--- config.mk ---
export PLATFORM = sky130hd
export DESIGN_NAME = scs_subcode_out
export DESIGN_NICKNAME = d
export VERILOG_FILES = /design/src/core/scs_pkg.sv /design/src/core/scs_subcode_out.sv /design/src/core/scs_sync2.sv
export SDC_FILE = /design/constraint.sdc
export NUM_CORES = 1
export LEC_CHECK = 0
export BUFFER_PORTS_ARGS = -buffer_cell sky130_fd_sc_hd__buf_2
export CAP_MARGIN = 5
export CORE_ASPECT_RATIO = 1.5
export CORE_MARGIN = 4
export CORE_UTILIZATION = 30
export DETAILED_ROUTE_END_ITERATION = 10
export PLACE_DENSITY = 0.63
export SETUP_SLACK_MARGIN = 0.05
export SLEW_MARGIN = 10
export SYNTH_ARGS = -nofsm -noshare
export SYNTH_HDL_FRONTEND = slang
export SYNTH_SLANG_ARGS = --single-unit
--- constraint.sdc ---
create_clock -name mclk_i -period 1.7 [get_ports mclk_i]
set_input_delay 0.17 -clock mclk_i [delete_from_list [all_inputs] [get_ports mclk_i]]
set_output_delay 0.17 -clock mclk_i [all_outputs]
set_load 0.01 [all_outputs]
--- src/core/scs_pkg.sv ---
/*
 * Package for the subcode output and block sync interrupt block.
 * Holds pin function selects, field positions, reset values and
 * the interrupt vector used by the controller.
 * Assumes a single processor clock domain at 50 MHz.
 */
package scs_pkg;

  // Number of shared pins that can be switched to the disc function
  localparam int unsigned NUM_PINS        = 4;
  // Pin indices within the shared pin group
  localparam int unsigned PIN_CLK         = 0;
  localparam int unsigned PIN_DATA        = 1;
  localparam int unsigned PIN_FSYNC       = 2;
  localparam int unsigned PIN_BSYNC       = 3;
  // Subcode symbol width (P through W)
  localparam int unsigned SUB_BITS        = 8;
  localparam int unsigned SUB_CNT_W       = 3;
  localparam logic [SUB_CNT_W-1:0] SUB_LAST = 3'h7;
  // Interrupt vector address for the block sync interrupt
  localparam logic [3:0]  BSYNC_VECTOR    = 4'h2;
  // Reset values
  localparam logic [7:0]  SUB_RESET       = 8'h00;
  localparam logic [NUM_PINS-1:0] SEL_RESET = 4'h0;

  // Subcode clock state machine, Gray coded from IDLE through SHIFT to HOLD
  typedef enum logic [1:0] {
    SCS_IDLE  = 2'b00,
    SCS_SHIFT = 2'b01,
    SCS_HOLD  = 2'b11
  } scs_state_t;

endpackage : scs_pkg

--- src/core/scs_subcode_out.sv ---
/*
 * Subcode P to W serial output with frame and block sync and the
 * block sync interrupt toward the on-chip controller.
 * Assumes the disc decoder supplies subcode symbols, frame and block
 * sync pulses in the mclk_i domain; the read clock pin may come from
 * outside and is sampled through two flip-flops.
 */
//
// Overview of operation
// The subcode read clock pin is the clock, in or out, for P-W bits.
// The read clock polarity is inverted in both senses on command.
// Subcode P-W bits leave serially on the data pin with that clock.
// A frame sync output marks each playback frame.
// Block sync output goes high when a subcode sync is detected.
// The controller must enable the disc interrupt to get them.
// When enabled, a block sync falling edge raises vector 2 request.
// The controller should keep it disabled while state is undefined.
// Each shared pin switches alone between port and disc function.
// The request stays pending until the controller accepts it; the code also drops it when the interrupt is disabled.
`timescale 1ns/1ps
module scs_subcode_out (
  input  wire logic                          mclk_i,
  input  wire logic                          reset_i,
  // Decoder side
  input  wire logic [7:0]                    sub_symbol_i,
  input  wire logic                          sub_valid_i,
  input  wire logic                          frame_sync_i,
  input  wire logic                          block_det_i,
  // Controller side
  input  wire logic                          clk_invert_i,
  input  wire logic                          clk_out_mode_i,
  input  wire logic                          int_enable_i,
  input  wire logic                          int_ack_i,
  input  wire logic [scs_pkg::NUM_PINS-1:0]  pin_sel_i,
  input  wire logic [scs_pkg::NUM_PINS-1:0]  port_out_i,
  input  wire logic [scs_pkg::NUM_PINS-1:0]  port_oe_i,
  output logic                               int_req_o,
  output logic [3:0]                         int_vector_o,
  // Shared pins
  input  wire logic                          subcode_read_clock_i,
  output logic [scs_pkg::NUM_PINS-1:0]       pin_o,
  output logic [scs_pkg::NUM_PINS-1:0]       pin_oe_o
);

  ////////////////////////////////////////////////////////////////////
  // Read clock sampling and edge finding

  logic clk_sync;
  logic clk_prev_q;
  logic clk_norm;
  logic clk_rise;

  scs_sync2 u_clk_sync (
    .mclk_i  (mclk_i),
    .reset_i (reset_i),
    .async_i (subcode_read_clock_i),
    .sync_o  (clk_sync)
  );

  // Remove the selected polarity before edge detection.
  // Change polarity only while idle: the sampled pin lags the select
  // by two cycles, so a switch in mid-symbol would show a false edge.
  assign clk_norm = clk_sync ^ clk_invert_i;

  always_ff @(posedge mclk_i or posedge reset_i) begin
    if (reset_i) begin
      clk_prev_q <= 1'b0;
    end else begin
      clk_prev_q <= clk_norm;
    end
  end

  // Active edge of the read clock in its normalised sense
  assign clk_rise = clk_norm & ~clk_prev_q;

  ////////////////////////////////////////////////////////////////////
  // Internally generated read clock for output mode

  scs_pkg::scs_state_t                state_q;
  logic gen_clk_q;
  logic gen_fall;
  logic shift_tick;

  // Toggle each cycle only while shifting, so the clock parks low
  // after the last bit and no stray edge follows the symbol
  always_ff @(posedge mclk_i or posedge reset_i) begin
    if (reset_i) begin
      gen_clk_q <= 1'b0;
    end else if (state_q == scs_pkg::SCS_SHIFT) begin
      gen_clk_q <= ~gen_clk_q;
    end else begin
      gen_clk_q <= 1'b0;
    end
  end

  // Shift as the generated clock falls, so the data bit stands
  // steady around the rising edge that the reader uses
  assign gen_fall   = gen_clk_q;
  assign shift_tick = clk_out_mode_i ? gen_fall : clk_rise;

  ////////////////////////////////////////////////////////////////////
  // Subcode shifter

  logic [7:0]                         shift_q;
  logic [scs_pkg::SUB_CNT_W-1:0]      bit_cnt_q;
  logic [7:0]                         pend_q;
  logic                               pend_vld_q;

  // One symbol waiting while the previous one shifts out
  always_ff @(posedge mclk_i or posedge reset_i) begin
    if (reset_i) begin
      pend_q     <= scs_pkg::SUB_RESET;
      pend_vld_q <= 1'b0;
    end else if (sub_valid_i) begin
      pend_q     <= sub_symbol_i;
      pend_vld_q <= 1'b1;
    end else if (state_q == scs_pkg::SCS_IDLE && pend_vld_q) begin
      pend_vld_q <= 1'b0;
    end
  end

  // Shift P first; one bit per active read clock edge
  always_ff @(posedge mclk_i or posedge reset_i) begin
    if (reset_i) begin
      state_q   <= scs_pkg::SCS_IDLE;
      shift_q   <= scs_pkg::SUB_RESET;
      bit_cnt_q <= '0;
    end else begin
      case (state_q)
        scs_pkg::SCS_IDLE: begin
          if (pend_vld_q && !sub_valid_i) begin
            shift_q   <= pend_q;
            bit_cnt_q <= '0;
            state_q   <= scs_pkg::SCS_SHIFT;
          end
        end
        scs_pkg::SCS_SHIFT: begin
          if (shift_tick) begin
            if (bit_cnt_q == scs_pkg::SUB_LAST) begin
              state_q <= scs_pkg::SCS_HOLD;
            end else begin
              shift_q   <= {shift_q[6:0], 1'b0};
              bit_cnt_q <= bit_cnt_q + 3'h1;
            end
          end
        end
        scs_pkg::SCS_HOLD: begin
          state_q <= scs_pkg::SCS_IDLE;
        end
        default: begin
          state_q <= scs_pkg::SCS_IDLE;
        end
      endcase
    end
  end

  ////////////////////////////////////////////////////////////////////
  // Sync outputs and block sync interrupt

  logic fsync_q;
  logic bsync_q;
  logic bsync_fall;

  // Frame and block sync levels
  always_ff @(posedge mclk_i or posedge reset_i) begin
    if (reset_i) begin
      fsync_q <= 1'b0;
      bsync_q <= 1'b0;
    end else begin
      fsync_q <= frame_sync_i;
      bsync_q <= block_det_i;
    end
  end

  assign bsync_fall = bsync_q & ~block_det_i;

  // Pending request; a new edge wins over the acknowledge
  always_ff @(posedge mclk_i or posedge reset_i) begin
    if (reset_i) begin
      int_req_o <= 1'b0;
    end else if (bsync_fall && int_enable_i) begin
      int_req_o <= 1'b1;
    end else if (int_ack_i || !int_enable_i) begin
      int_req_o <= 1'b0;
    end
  end

  // Vector presented with the request
  always_ff @(posedge mclk_i or posedge reset_i) begin
    if (reset_i) begin
      int_vector_o <= 4'h0;
    end else begin
      int_vector_o <= scs_pkg::BSYNC_VECTOR;
    end
  end

  ////////////////////////////////////////////////////////////////////
  // Shared pin multiplexer

  logic [scs_pkg::NUM_PINS-1:0] fn_val;
  logic [scs_pkg::NUM_PINS-1:0] fn_oe;

  // Disc function values; read clock re-inverted on output
  always_comb begin
    fn_val = '0;
    fn_oe  = '1;
    fn_val[scs_pkg::PIN_CLK]   = gen_clk_q ^ clk_invert_i;
    fn_oe[scs_pkg::PIN_CLK]    = clk_out_mode_i;
    fn_val[scs_pkg::PIN_DATA]  = (state_q == scs_pkg::SCS_SHIFT) &
                                 shift_q[7];
    fn_val[scs_pkg::PIN_FSYNC] = fsync_q;
    fn_val[scs_pkg::PIN_BSYNC] = bsync_q;
  end

  // Per pin choice between port and disc function
  always_ff @(posedge mclk_i or posedge reset_i) begin
    if (reset_i) begin
      pin_o    <= scs_pkg::SEL_RESET;
      pin_oe_o <= scs_pkg::SEL_RESET;
    end else begin
      for (int i = 0; i < scs_pkg::NUM_PINS; i++) begin
        pin_o[i]    <= pin_sel_i[i] ? fn_val[i] : port_out_i[i];
        pin_oe_o[i] <= pin_sel_i[i] ? fn_oe[i]  : port_oe_i[i];
      end
    end
  end

endmodule : scs_subcode_out

--- src/core/scs_sync2.sv ---
/*
 * Two flip-flop synchroniser for one level from outside the clock.
 * Assumes the input may change at any time relative to mclk_i.
 */
`timescale 1ns/1ps
module scs_sync2 (
  input  wire logic mclk_i,
  input  wire logic reset_i,
  input  wire logic async_i,
  output logic      sync_o
);

  logic meta_q;

  // First stage feeds only the second stage
  always_ff @(posedge mclk_i or posedge reset_i) begin
    if (reset_i) begin
      meta_q <= 1'b0;
      sync_o <= 1'b0;
    end else begin
      meta_q <= async_i;
      sync_o <= meta_q;
    end
  end

endmodule : scs_sync2

# Yosys cells after proc, flatten, opt, wreduce, memory -nomap -nowiden

Index checks and enable logic that the tools add are counted.
W data, S select, Z words.

Order comparisons: 0
Bitwise logic cells: 8
Multiply operators: 0
Reductions and logical operators: 12
$add $sub $neg: 1
Equal/unequal tests: 6
Muxes and demuxes: 26
Shift operators: 0
Div/mod/pow operators: 0

Operators by type and width:

| kind                  | count |
|---|---|
| $mux W8               | 3 |
| $pmux W8 S2           | 1 |
| $mux W1               | 14 |
| $mux W3               | 3 |
| $mux W2               | 3 |
| $ne A2 B2 Y1 const B  | 3 |
| $pmux W3 S2           | 1 |
| $reduce_bool A2 Y1    | 3 |
| $pmux W2 S2           | 1 |
| $reduce_and A4 Y1     | 1 |
| $add A3 B1 Y3 const B | 1 |
| $and A1 B1 Y1         | 3 |
| $eq A3 B3 Y1 const B  | 1 |
| $logic_and A1 B1 Y1   | 3 |
| $not A1 Y1            | 3 |
| $reduce_and A3 Y1     | 1 |
| $eq A2 B1 Y1 const B  | 1 |
| $logic_not A1 Y1      | 2 |
| $logic_not A2 Y1      | 1 |
| $ne A2 B1 Y1 const B  | 1 |
| $xor A1 B1 Y1         | 2 |
| $logic_or A1 B1 Y1    | 1 |

Output and inout bits: 13
Input port bits: 30
Memories kept: 0
Bits in latches: 0
Register bits after elaboration: 38
Memory bits (read-only): 0
Logic and storage cells: 68
Bits in writable memories: 0

# Logic depth before layout (Yosys ltp)

Gate-level depths: netlist of the first run.

Word-level depth: 5
Gate-level depth with buffers: 5
Depth with buffers taken out: 5

# By module

A second synthesis of the first run with hierarchy kept.

Cells, all modules: 126
Area total of the unflattened synthesis: 1,552.7 um^2

By module, submodules not included:

| module          | seq. area each (um^2) | cells each | area each (um^2) | times used |
|---|---|---|---|---|
| scs_subcode_out | 900.9                 | 123        | 1,498.9          | 1 |
| scs_sync2       | 50.0                  | 3          | 53.8             | 1 |

# Worst setup path before layout of the first run

No wires, ideal clock.

Path kind: reg2reg
From: register bit_cnt_q[0] (netlist bit)
To: register shift_q[1]
Data required time: 1.575 ns
Library setup time: 0.125 ns
Data arrival time: 1.489 ns
Path slack: 0.086 ns
Stages on the path, launching flop included: 6
Clock period less this slack: 1.614 ns
Buffers on the path: 0
Path through: dfrtp_1 ha_1 ha_1 a2bb2oi_2 nor2_4 mux2_2

Cells in the longest elaborated chain, start to end: 3

Ends and longest elaborated chain:

| what                        | RTL line               | RTL |
|---|---|---|
| start: declaration          | scs_subcode_out.sv:105 | `logic [scs_pkg::SUB_CNT_W-1:0] bit_cnt_q;` |
| start signal: assignment    | scs_subcode_out.sv:143 | `bit_cnt_q <= bit_cnt_q + 3'h1;` |
| $eq A3 B3 Y1                | scs_subcode_out.sv:139 | `if (bit_cnt_q == scs_pkg::SUB_LAST) begin` |
| $ne A2 B2 Y1 (no line)      | n/a                    |  |
| $reduce_and A4 Y1 (no line) | n/a                    |  |
| end signal: assignment      | scs_subcode_out.sv:126 | `shift_q <= scs_pkg::SUB_RESET;` |
| end signal: assignment      | scs_subcode_out.sv:132 | `shift_q <= pend_q;` |
| end signal: assignment      | scs_subcode_out.sv:142 | `shift_q <= {shift_q[6:0], 1'b0};` |
| end: declaration            | scs_subcode_out.sv:104 | `logic [7:0] shift_q;` |

No other way between the ends.
A chain may end at the register's enable or synchronous reset.

# Final worst setup path of the first run

From: register bit_cnt_q[0] (netlist bit)
To: register shift_q[7]

The elaborated chain is that of the path after synthesis.

==> results of run 1 <==
-- per-layer routing --
| metal | GRT usage (%) | vias up | part of all wire, % | wire (um) |
|---|---|---|---|---|
| met1 | 11.4 | 510 | 41 | 1120 |
| li1 | - | 519 | - | - |
| met4 | 5.08 | 0 | 1.5 | 41 |
| met5 | 0 | - | 0 | 0 |
| met2 | 16.1 | 43 | 47 | 1300 |
| met3 | 4.44 | 7 | 10 | 277 |
-- state kept, by name, summed over array words and instances (netlist names) --
signal             count
int_req_o              1
fsync_q                1
pend_vld_q             1
int_vector_o           1
clk_prev_q             1
pend_q                 8
pin_o                  4
shift_q                8
state_q                2
bsync_q                1
bit_cnt_q              3
pin_oe_o               4
u_clk_sync.meta_q      1
u_clk_sync.sync_o      1
gen_clk_q              1
-- final cells by class --
class / instances / area, sq um
fill: 504 / 2900
sequential: 38 / 951
multi-input combinational: 78 / 564
timing repair buffer: 54 / 325
tap: 66 / 82.6
clock buffer: 6 / 72.6
inverter: 5 / 18.8
clock inverter: 1 / 7.51
-- where the power goes --
part / internal, W / switching, W
clock network: 0.000281 / 0.000295
logic: 0.000426 / 0.000312
registers: 0.00106 / 0.0000860
total: 0.00177 / 0.000693
-- worst max path at each step --
stage,startpoint,endpoint,slack (ns),cells after the start
2_1_floorplan,bit_cnt_q[0],shift_q[1],0.09,5
4_1_cts,bit_cnt_q[0],shift_q[7],0.07,6
5_1_grt,bit_cnt_q[0],shift_q[6],0.03,6
3_3_place_gp,bit_cnt_q[0],shift_q[7],0.01,5
3_5_place_dp,bit_cnt_q[0],shift_q[6],-0.02,5
6_report,bit_cnt_q[0],shift_q[7],0.09,6
-- cells by family (layout without fill, tap and decap cells) --
kind of cell | after synthesis | after routing | share of synthesized area, %
DFF | 38 | 38 | 61.4
muxes | 18 | 18 | 13.1
adders and majority gates | 2 | 2 | 1.62
and+or+nand+nor | 38 | 38 | 11.1
AOI/OAI and AO/OA | 14 | 14 | 7.67
xor gates and xnor gates | 2 | 2 | 1.13
buffers and inverters | 11 | 66 | 3.47
other | 2 | 4 | 0.485
-- Yosys cell counts --
master	instances	area share [%]
sky130_fd_sc_hd__a21oi_1	1	0.32
sky130_fd_sc_hd__a221oi_4	1	1.7
sky130_fd_sc_hd__a2bb2oi_2	1	0.97
sky130_fd_sc_hd__a31o_2	2	1.1
sky130_fd_sc_hd__and2_1	1	0.40
sky130_fd_sc_hd__buf_2	1	0.32
sky130_fd_sc_hd__buf_4	3	1.5
sky130_fd_sc_hd__clkbuf_1	2	0.48
sky130_fd_sc_hd__conb_1	2	0.48
sky130_fd_sc_hd__dfrtp_1	38	61
sky130_fd_sc_hd__ha_1	2	1.6
sky130_fd_sc_hd__inv_1	5	1.2
sky130_fd_sc_hd__mux2_2	18	13
sky130_fd_sc_hd__nand2_1	20	4.8
sky130_fd_sc_hd__nand2b_1	2	0.81
sky130_fd_sc_hd__nand3_1	2	0.65
sky130_fd_sc_hd__nor2_1	7	1.7
sky130_fd_sc_hd__nor2_4	1	0.73
sky130_fd_sc_hd__nor2b_1	2	0.81
sky130_fd_sc_hd__o21a_1	2	0.97
sky130_fd_sc_hd__o21ai_0	5	1.6
sky130_fd_sc_hd__o22ai_1	1	0.40
sky130_fd_sc_hd__o41ai_1	1	0.57
sky130_fd_sc_hd__or2_2	3	1.2
sky130_fd_sc_hd__xnor2_1	1	0.57
sky130_fd_sc_hd__xor2_1	1	0.57
-- worst max-delay path, delay by kind of cell (launching register included) --
| kind | cells | cell delay [ns] |
|---|---|---|
| AOI/OAI and AO/OA | 1 | 0.17 |
| adders and majority gates | 2 | 0.35 |
| buffers and inverters | 1 | 0.13 |
| DFF | 1 | 0.38 |
| muxes | 1 | 0.32 |
| and+or+nand+nor | 1 | 0.13 |
-- per-stage QoR --
stage	hold slack (ns)	instance area [sq um]	util [%]	setup WS (ns)
after floorplan	0.201	1560	-	0.0862
after detailed placement	0.279	1840	37.4	-0.0209
after CTS	0.0547	2010	40.9	0.0676
after global placement	0.279	1840	37.4	0.00983
after global routing	0.0680	2020	41.0	0.0302
final	0.0658	2020	41.0	0.0939
-- timing repair --
item,CTS,global route
gates resized for setup,5,2
hold buffers,4,0
pin swaps,1,1
buffers inserted,5,0
setup endpoints to repair,7,9
endpoints found under the hold margin,32,0
==> flow_summary.json, run 1 <==
{
  "result_of_the_run": "completed",
  "r2r_cells": 6,
  "critical_path_required_ns": 1.87,
  "synth.avg_cell_area_sq_um": 12.4,
  "row_count": 31,
  "clock-skew-final_ns": 0.00580,
  "synthDistinctLibCells": 26,
  "tns_ns": 0,
  "cp_slowest_cell": "sky130_fd_sc_hd__dfrtp_1",
  "dp_hpwl_um": 1940,
  "clock_path_buffers": 2,
  "totalWireLength_um": 2740,
  "worstPathMaxFanout": 4,
  "final_common_cell": "sky130_fd_sc_hd__buf_2",
  "post-layout-total-power_w": 0.00246,
  "finalSetupViolCount": 0,
  "dieWidth_um": 66.7,
  "layout_common_cells": "sky130_fd_sc_hd__buf_2, sky130_fd_sc_hd__dfrtp_1, sky130_fd_sc_hd__nand2_1",
  "detail_route.iter0.violations": 13,
  "crit_chain": "ha_2 -> ha_2 -> a2bb2oi_2 -> nor2_4 -> buf_6 -> mux2_2",
  "critical_path.startpoint_type": "flop",
  "initial_standard_cell_utilization_of_the_core_pct": 31.4,
  "max_capacitance_violation_count": 0,
  "worst_hold_path.num_cells": 2,
  "first_pass_grt_wire_length_um": 4880,
  "core_area_sq_mm": 0.00493,
  "power_leakage_nw": 0.976,
  "via_count": 1079,
  "hold_endpoint": "pin_oe_o[2]",
  "detail_route.drc_violations": 0,
  "yosysWarningCount": 0,
  "ir_worst_vdd_uv": 535,
  "post_drt_via_cell_ratio": 4.35,
  "grt_pass1_vias": 1144,
  "synth-seq-area-share_pct": 61.4,
  "numCtsBuffers": 5,
  "boundaryPins": 43,
  "fin_crit_sh_pct": 94.5,
  "p_per_area_mw_per_mm2": 1220,
  "clk_root_buffer_cell": "sky130_fd_sc_hd__clkbuf_8",
  "rr_startpoint": "bit_cnt_q[0]",
  "place_inst": 232,
  "regToRegSetupSlack_ns": 0.09,
  "final_weighted_congestion_in_routability_driven_placement": 0.702,
  "grtUsageTotal_pct": 10.1,
  "synth.ff_latch_count": 38,
  "place.port_buffers": 39,
  "final_period_minus_worst_setup_slack_ns": 1.61,
  "regToRegEndpoint": "shift_q[7]",
  "synth_area_sq_mm": 0.00155,
  "antenna_found_initial": 0,
  "worst_path_largest_cell_delay_ns": 0.38,
  "crit_top_cell": "sky130_fd_sc_hd__ha_2",
  "timing.fmax_mhz": 623,
  "cts_tree": "yes",
  "insertedDiodeCount": 0,
  "final-instance-count-excl-fill": 248,
  "layout-drive-gt1-share_pct": 46.7,
  "synth_cells": 125,
  "min_path_type": "in2reg",
  "die_h_um": 96.0,
  "fin_nets": 214,
  "critical_setup_path_kind": "reg2reg",
  "worst-endpoint-arrival_ns": 1.78,
  "grt_setup_unrepaired": "yes",
  "grt.overflow.total": 0,
  "drt_pre_antenna_iters": 4,
  "min-delay-start": "port_oe_i[2]",
  "design.die.area_sq_mm": 0.00640,
  "clock_latency_ns": 0.29,
  "critical_path.endpoint_type": "flop",
  "clk_pin_slew_worst_paths_ns": 0.07,
  "ctsHtreeMaxLevel": 2,
  "final_hold_viol_count": 0,
  "ant_nets": 0,
  "tritoncts_num_sinks": 38,
  "avgRoutedWirePerCell_um": 11.0,
  "final-max-slew-violation-count": 0,
  "grt_start_max_net_pins": 39,
  "areaGrowthSynthToFinish_pct": 30.5
}
Power figures use the tool's default switching activity.
==> run 2: changes to the inputs <==
--- a/config.mk
+++ b/config.mk
@@ -10,6 +10,7 @@
 export CORE_ASPECT_RATIO = 1.5
 export CORE_MARGIN = 4
 export CORE_UTILIZATION = 30
+export CTS_BUF_LIST = sky130_fd_sc_hd__clkbuf_16
 export DETAILED_ROUTE_END_ITERATION = 10
 export PLACE_DENSITY = 0.63
 export SETUP_SLACK_MARGIN = 0.05
==> run 2 against run 1 <==
The run now ends with hold timing left. Highest routed layer unchanged. Clock power increased by 48%. Largest power group unchanged. Combinational power increased by 12%. Critical path type unchanged. Register-to-register slack about the same. Final cell count decreased by 0.81%. Largest cell class unchanged.
==> flow_summary.json, run 2 (same netlist as run 1, synthesis figures left out) <==
{
  "via_count": 1074,
  "die_h_um": 96.0,
  "numCtsBuffers": 5,
  "ctsHtreeMaxLevel": 2,
  "fin_crit_sh_pct": 95.2,
  "place.port_buffers": 39,
  "rr_startpoint": "bit_cnt_q[1]",
  "grtUsageTotal_pct": 10.2,
  "finalSetupViolCount": 0,
  "final_hold_viol_count": 23,
  "grt_setup_unrepaired": "yes",
  "initial_standard_cell_utilization_of_the_core_pct": 31.4,
  "fin_nets": 212,
  "core_area_sq_mm": 0.00493,
  "p_per_area_mw_per_mm2": 1350,
  "max_capacitance_violation_count": 0,
  "clk_root_buffer_cell": "sky130_fd_sc_hd__clkbuf_16",
  "power.sequential.fraction_pct": 40.8,
  "worst-endpoint-arrival_ns": 1.78,
  "clock_path_buffers": 2,
  "totalWireLength_um": 2800,
  "ant_nets": 0,
  "final_period_minus_worst_setup_slack_ns": 1.62,
  "power.combinational.fraction_pct": 29.1,
  "final_weighted_congestion_in_routability_driven_placement": 0.702,
  "detail_route.drc_violations": 0,
  "dieWidth_um": 66.7,
  "design.die.area_sq_mm": 0.00640,
  "avgRoutedWirePerCell_um": 11.4,
  "tritoncts_num_sinks": 38,
  "grt_pass1_vias": 1152,
  "final_common_cell": "sky130_fd_sc_hd__buf_2",
  "timing.fmax_mhz": 618,
  "final-max-slew-violation-count": 0,
  "areaGrowthSynthToFinish_pct": 35.7,
  "post-layout-total-power_w": 0.00283,
  "drt_pre_antenna_iters": 5,
  "clk_pin_slew_worst_paths_ns": 0.05,
  "clock_latency_ns": 0.28,
  "worstSetupStartpoint": "bit_cnt_q[1]",
  "p_sw_share_pct": 26.9,
  "internal-power_w": 0.00207,
  "grt_start_max_net_pins": 39,
  "critical_setup_path_kind": "reg2reg",
  "insertedDiodeCount": 0,
  "dp_hpwl_um": 1940,
  "layout.core_utilization_pct": 42.7,
  "finalHoldWorstSlack_ns": -0.00880,
  "result_of_the_run": "finished with violations",
  "cts_tree": "yes",
  "layout_common_cells": "sky130_fd_sc_hd__buf_2, sky130_fd_sc_hd__dfrtp_1, sky130_fd_sc_hd__nand2_1",
  "clock_power_share_pct": 30.1,
  "regToRegEndpoint": "shift_q[1]",
  "regToRegSetupSlack_ns": 0.08,
  "min_path_type": "in2async",
  "boundaryPins": 43,
  "critical_path.startpoint_type": "flop",
  "p_switching_w": 0.000762,
  "post_drt_via_cell_ratio": 4.37,
  "antenna_found_initial": 0,
  "critical_path_required_ns": 1.86,
  "power_leakage_nw": 1.01,
  "regs_by_ff_count": "pend_q: 8 flops, shift_q: 8 flops",
  "first_pass_grt_wire_length_um": 4950,
  "clock-skew-final_ns": 0.00445,
  "ir_worst_vdd_uv": 673,
  "grt.overflow.total": 0,
  "worstPathMaxFanout": 3,
  "detail_route.iter0.violations": 14,
  "r2r_cells": 6,
  "critical_path.endpoint_type": "flop",
  "layout-drive-gt1-share_pct": 47.2,
  "failing_checks": "hold timing",
  "row_count": 31
}
[run 2: cell count changes in the layout (fill, tap and decap cells not counted), moves of 2 or more]
cell,delta
sky130_fd_sc_hd__mux2_2,-6
sky130_fd_sc_hd__dlygate4sd3_1,-2
sky130_fd_sc_hd__clkbuf_16,+5
sky130_fd_sc_hd__mux2_4,+6
sky130_fd_sc_hd__clkbuf_8,-5
[run 2: power by group through the flow]
stage | Sequential (W) | Combinational (W) | Clock [W]
2_1_floorplan | 0.00115 | 0.000440 | 0
3_3_place_gp | 0.00116 | 0.000607 | 0
3_5_place_dp | 0.00116 | 0.000617 | 0
4_1_cts | 0.00115 | 0.000745 | 0.000878
5_1_grt | 0.00117 | 0.000918 | 0.000917
6_report | 0.00116 | 0.000825 | 0.000851
[run 2: cell type report]
cell class                      instances  area, sq um
Fill cell                             488         2820
Sequential cell                        38          951
Multi-Input combinational cell         78          608
Timing Repair Buffer                   52          305
Clock buffer                            5          125
Tap cell                               66         82.6
Inverter                                5         18.8
Clock inverter                          2         11.3
[run 2: metrics by stage]
step,instances,cell area [sq um],TNS (ns),worst slack (ns)
finish,246,2100,0,0.0823
global route,246,2100,0,0.0332
CTS,245,2040,0,0.0532
detailed placement,232,1840,-0.127,-0.0209
global placement,232,1840,0,0.00983
floorplan,127,1560,0,0.0862
[run 2: repair_timing]
item | in CTS | in global routing
pin swaps | 1 | 2
endpoints found under the setup margin | 7 | 9
buffers inserted | 5 | 0
endpoints found under the hold margin | 1 | 1
hold buffers | 1 | 1
gates resized for setup | 5 | 10
[run 2: worst max-delay path, cell delays in order, from the launching register on]
cell	delay [ns]
sky130_fd_sc_hd__dfrtp_1	0.39
sky130_fd_sc_hd__ha_2	0.21
sky130_fd_sc_hd__ha_4	0.17
sky130_fd_sc_hd__a2bb2oi_4	0.17
sky130_fd_sc_hd__nor2_4	0.13
sky130_fd_sc_hd__buf_4	0.12
sky130_fd_sc_hd__mux2_2	0.31
[run 2: worst max-delay path by stage]
| stage | end | slack (ns) | depth (start not counted) |
|---|---|---|---|
| 3_5_place_dp | shift_q[6] | -0.02 | 5 |
| 4_1_cts | shift_q[7] | 0.05 | 6 |
| 2_1_floorplan | shift_q[1] | 0.09 | 5 |
| 3_3_place_gp | shift_q[7] | 0.01 | 5 |
| 5_1_grt | shift_q[1] | 0.03 | 6 |
| 6_report | shift_q[1] | 0.08 | 6 |
[run 2: routing by layer]
metal | up-vias | wire, um | GRT usage, %
met3 | 6 | 272 | 4.44
li1 | 515 | - | -
met4 | 0 | 55 | 4.58
met2 | 41 | 1330 | 16.6
met1 | 512 | 1140 | 11.5
met5 | - | 0 | 0
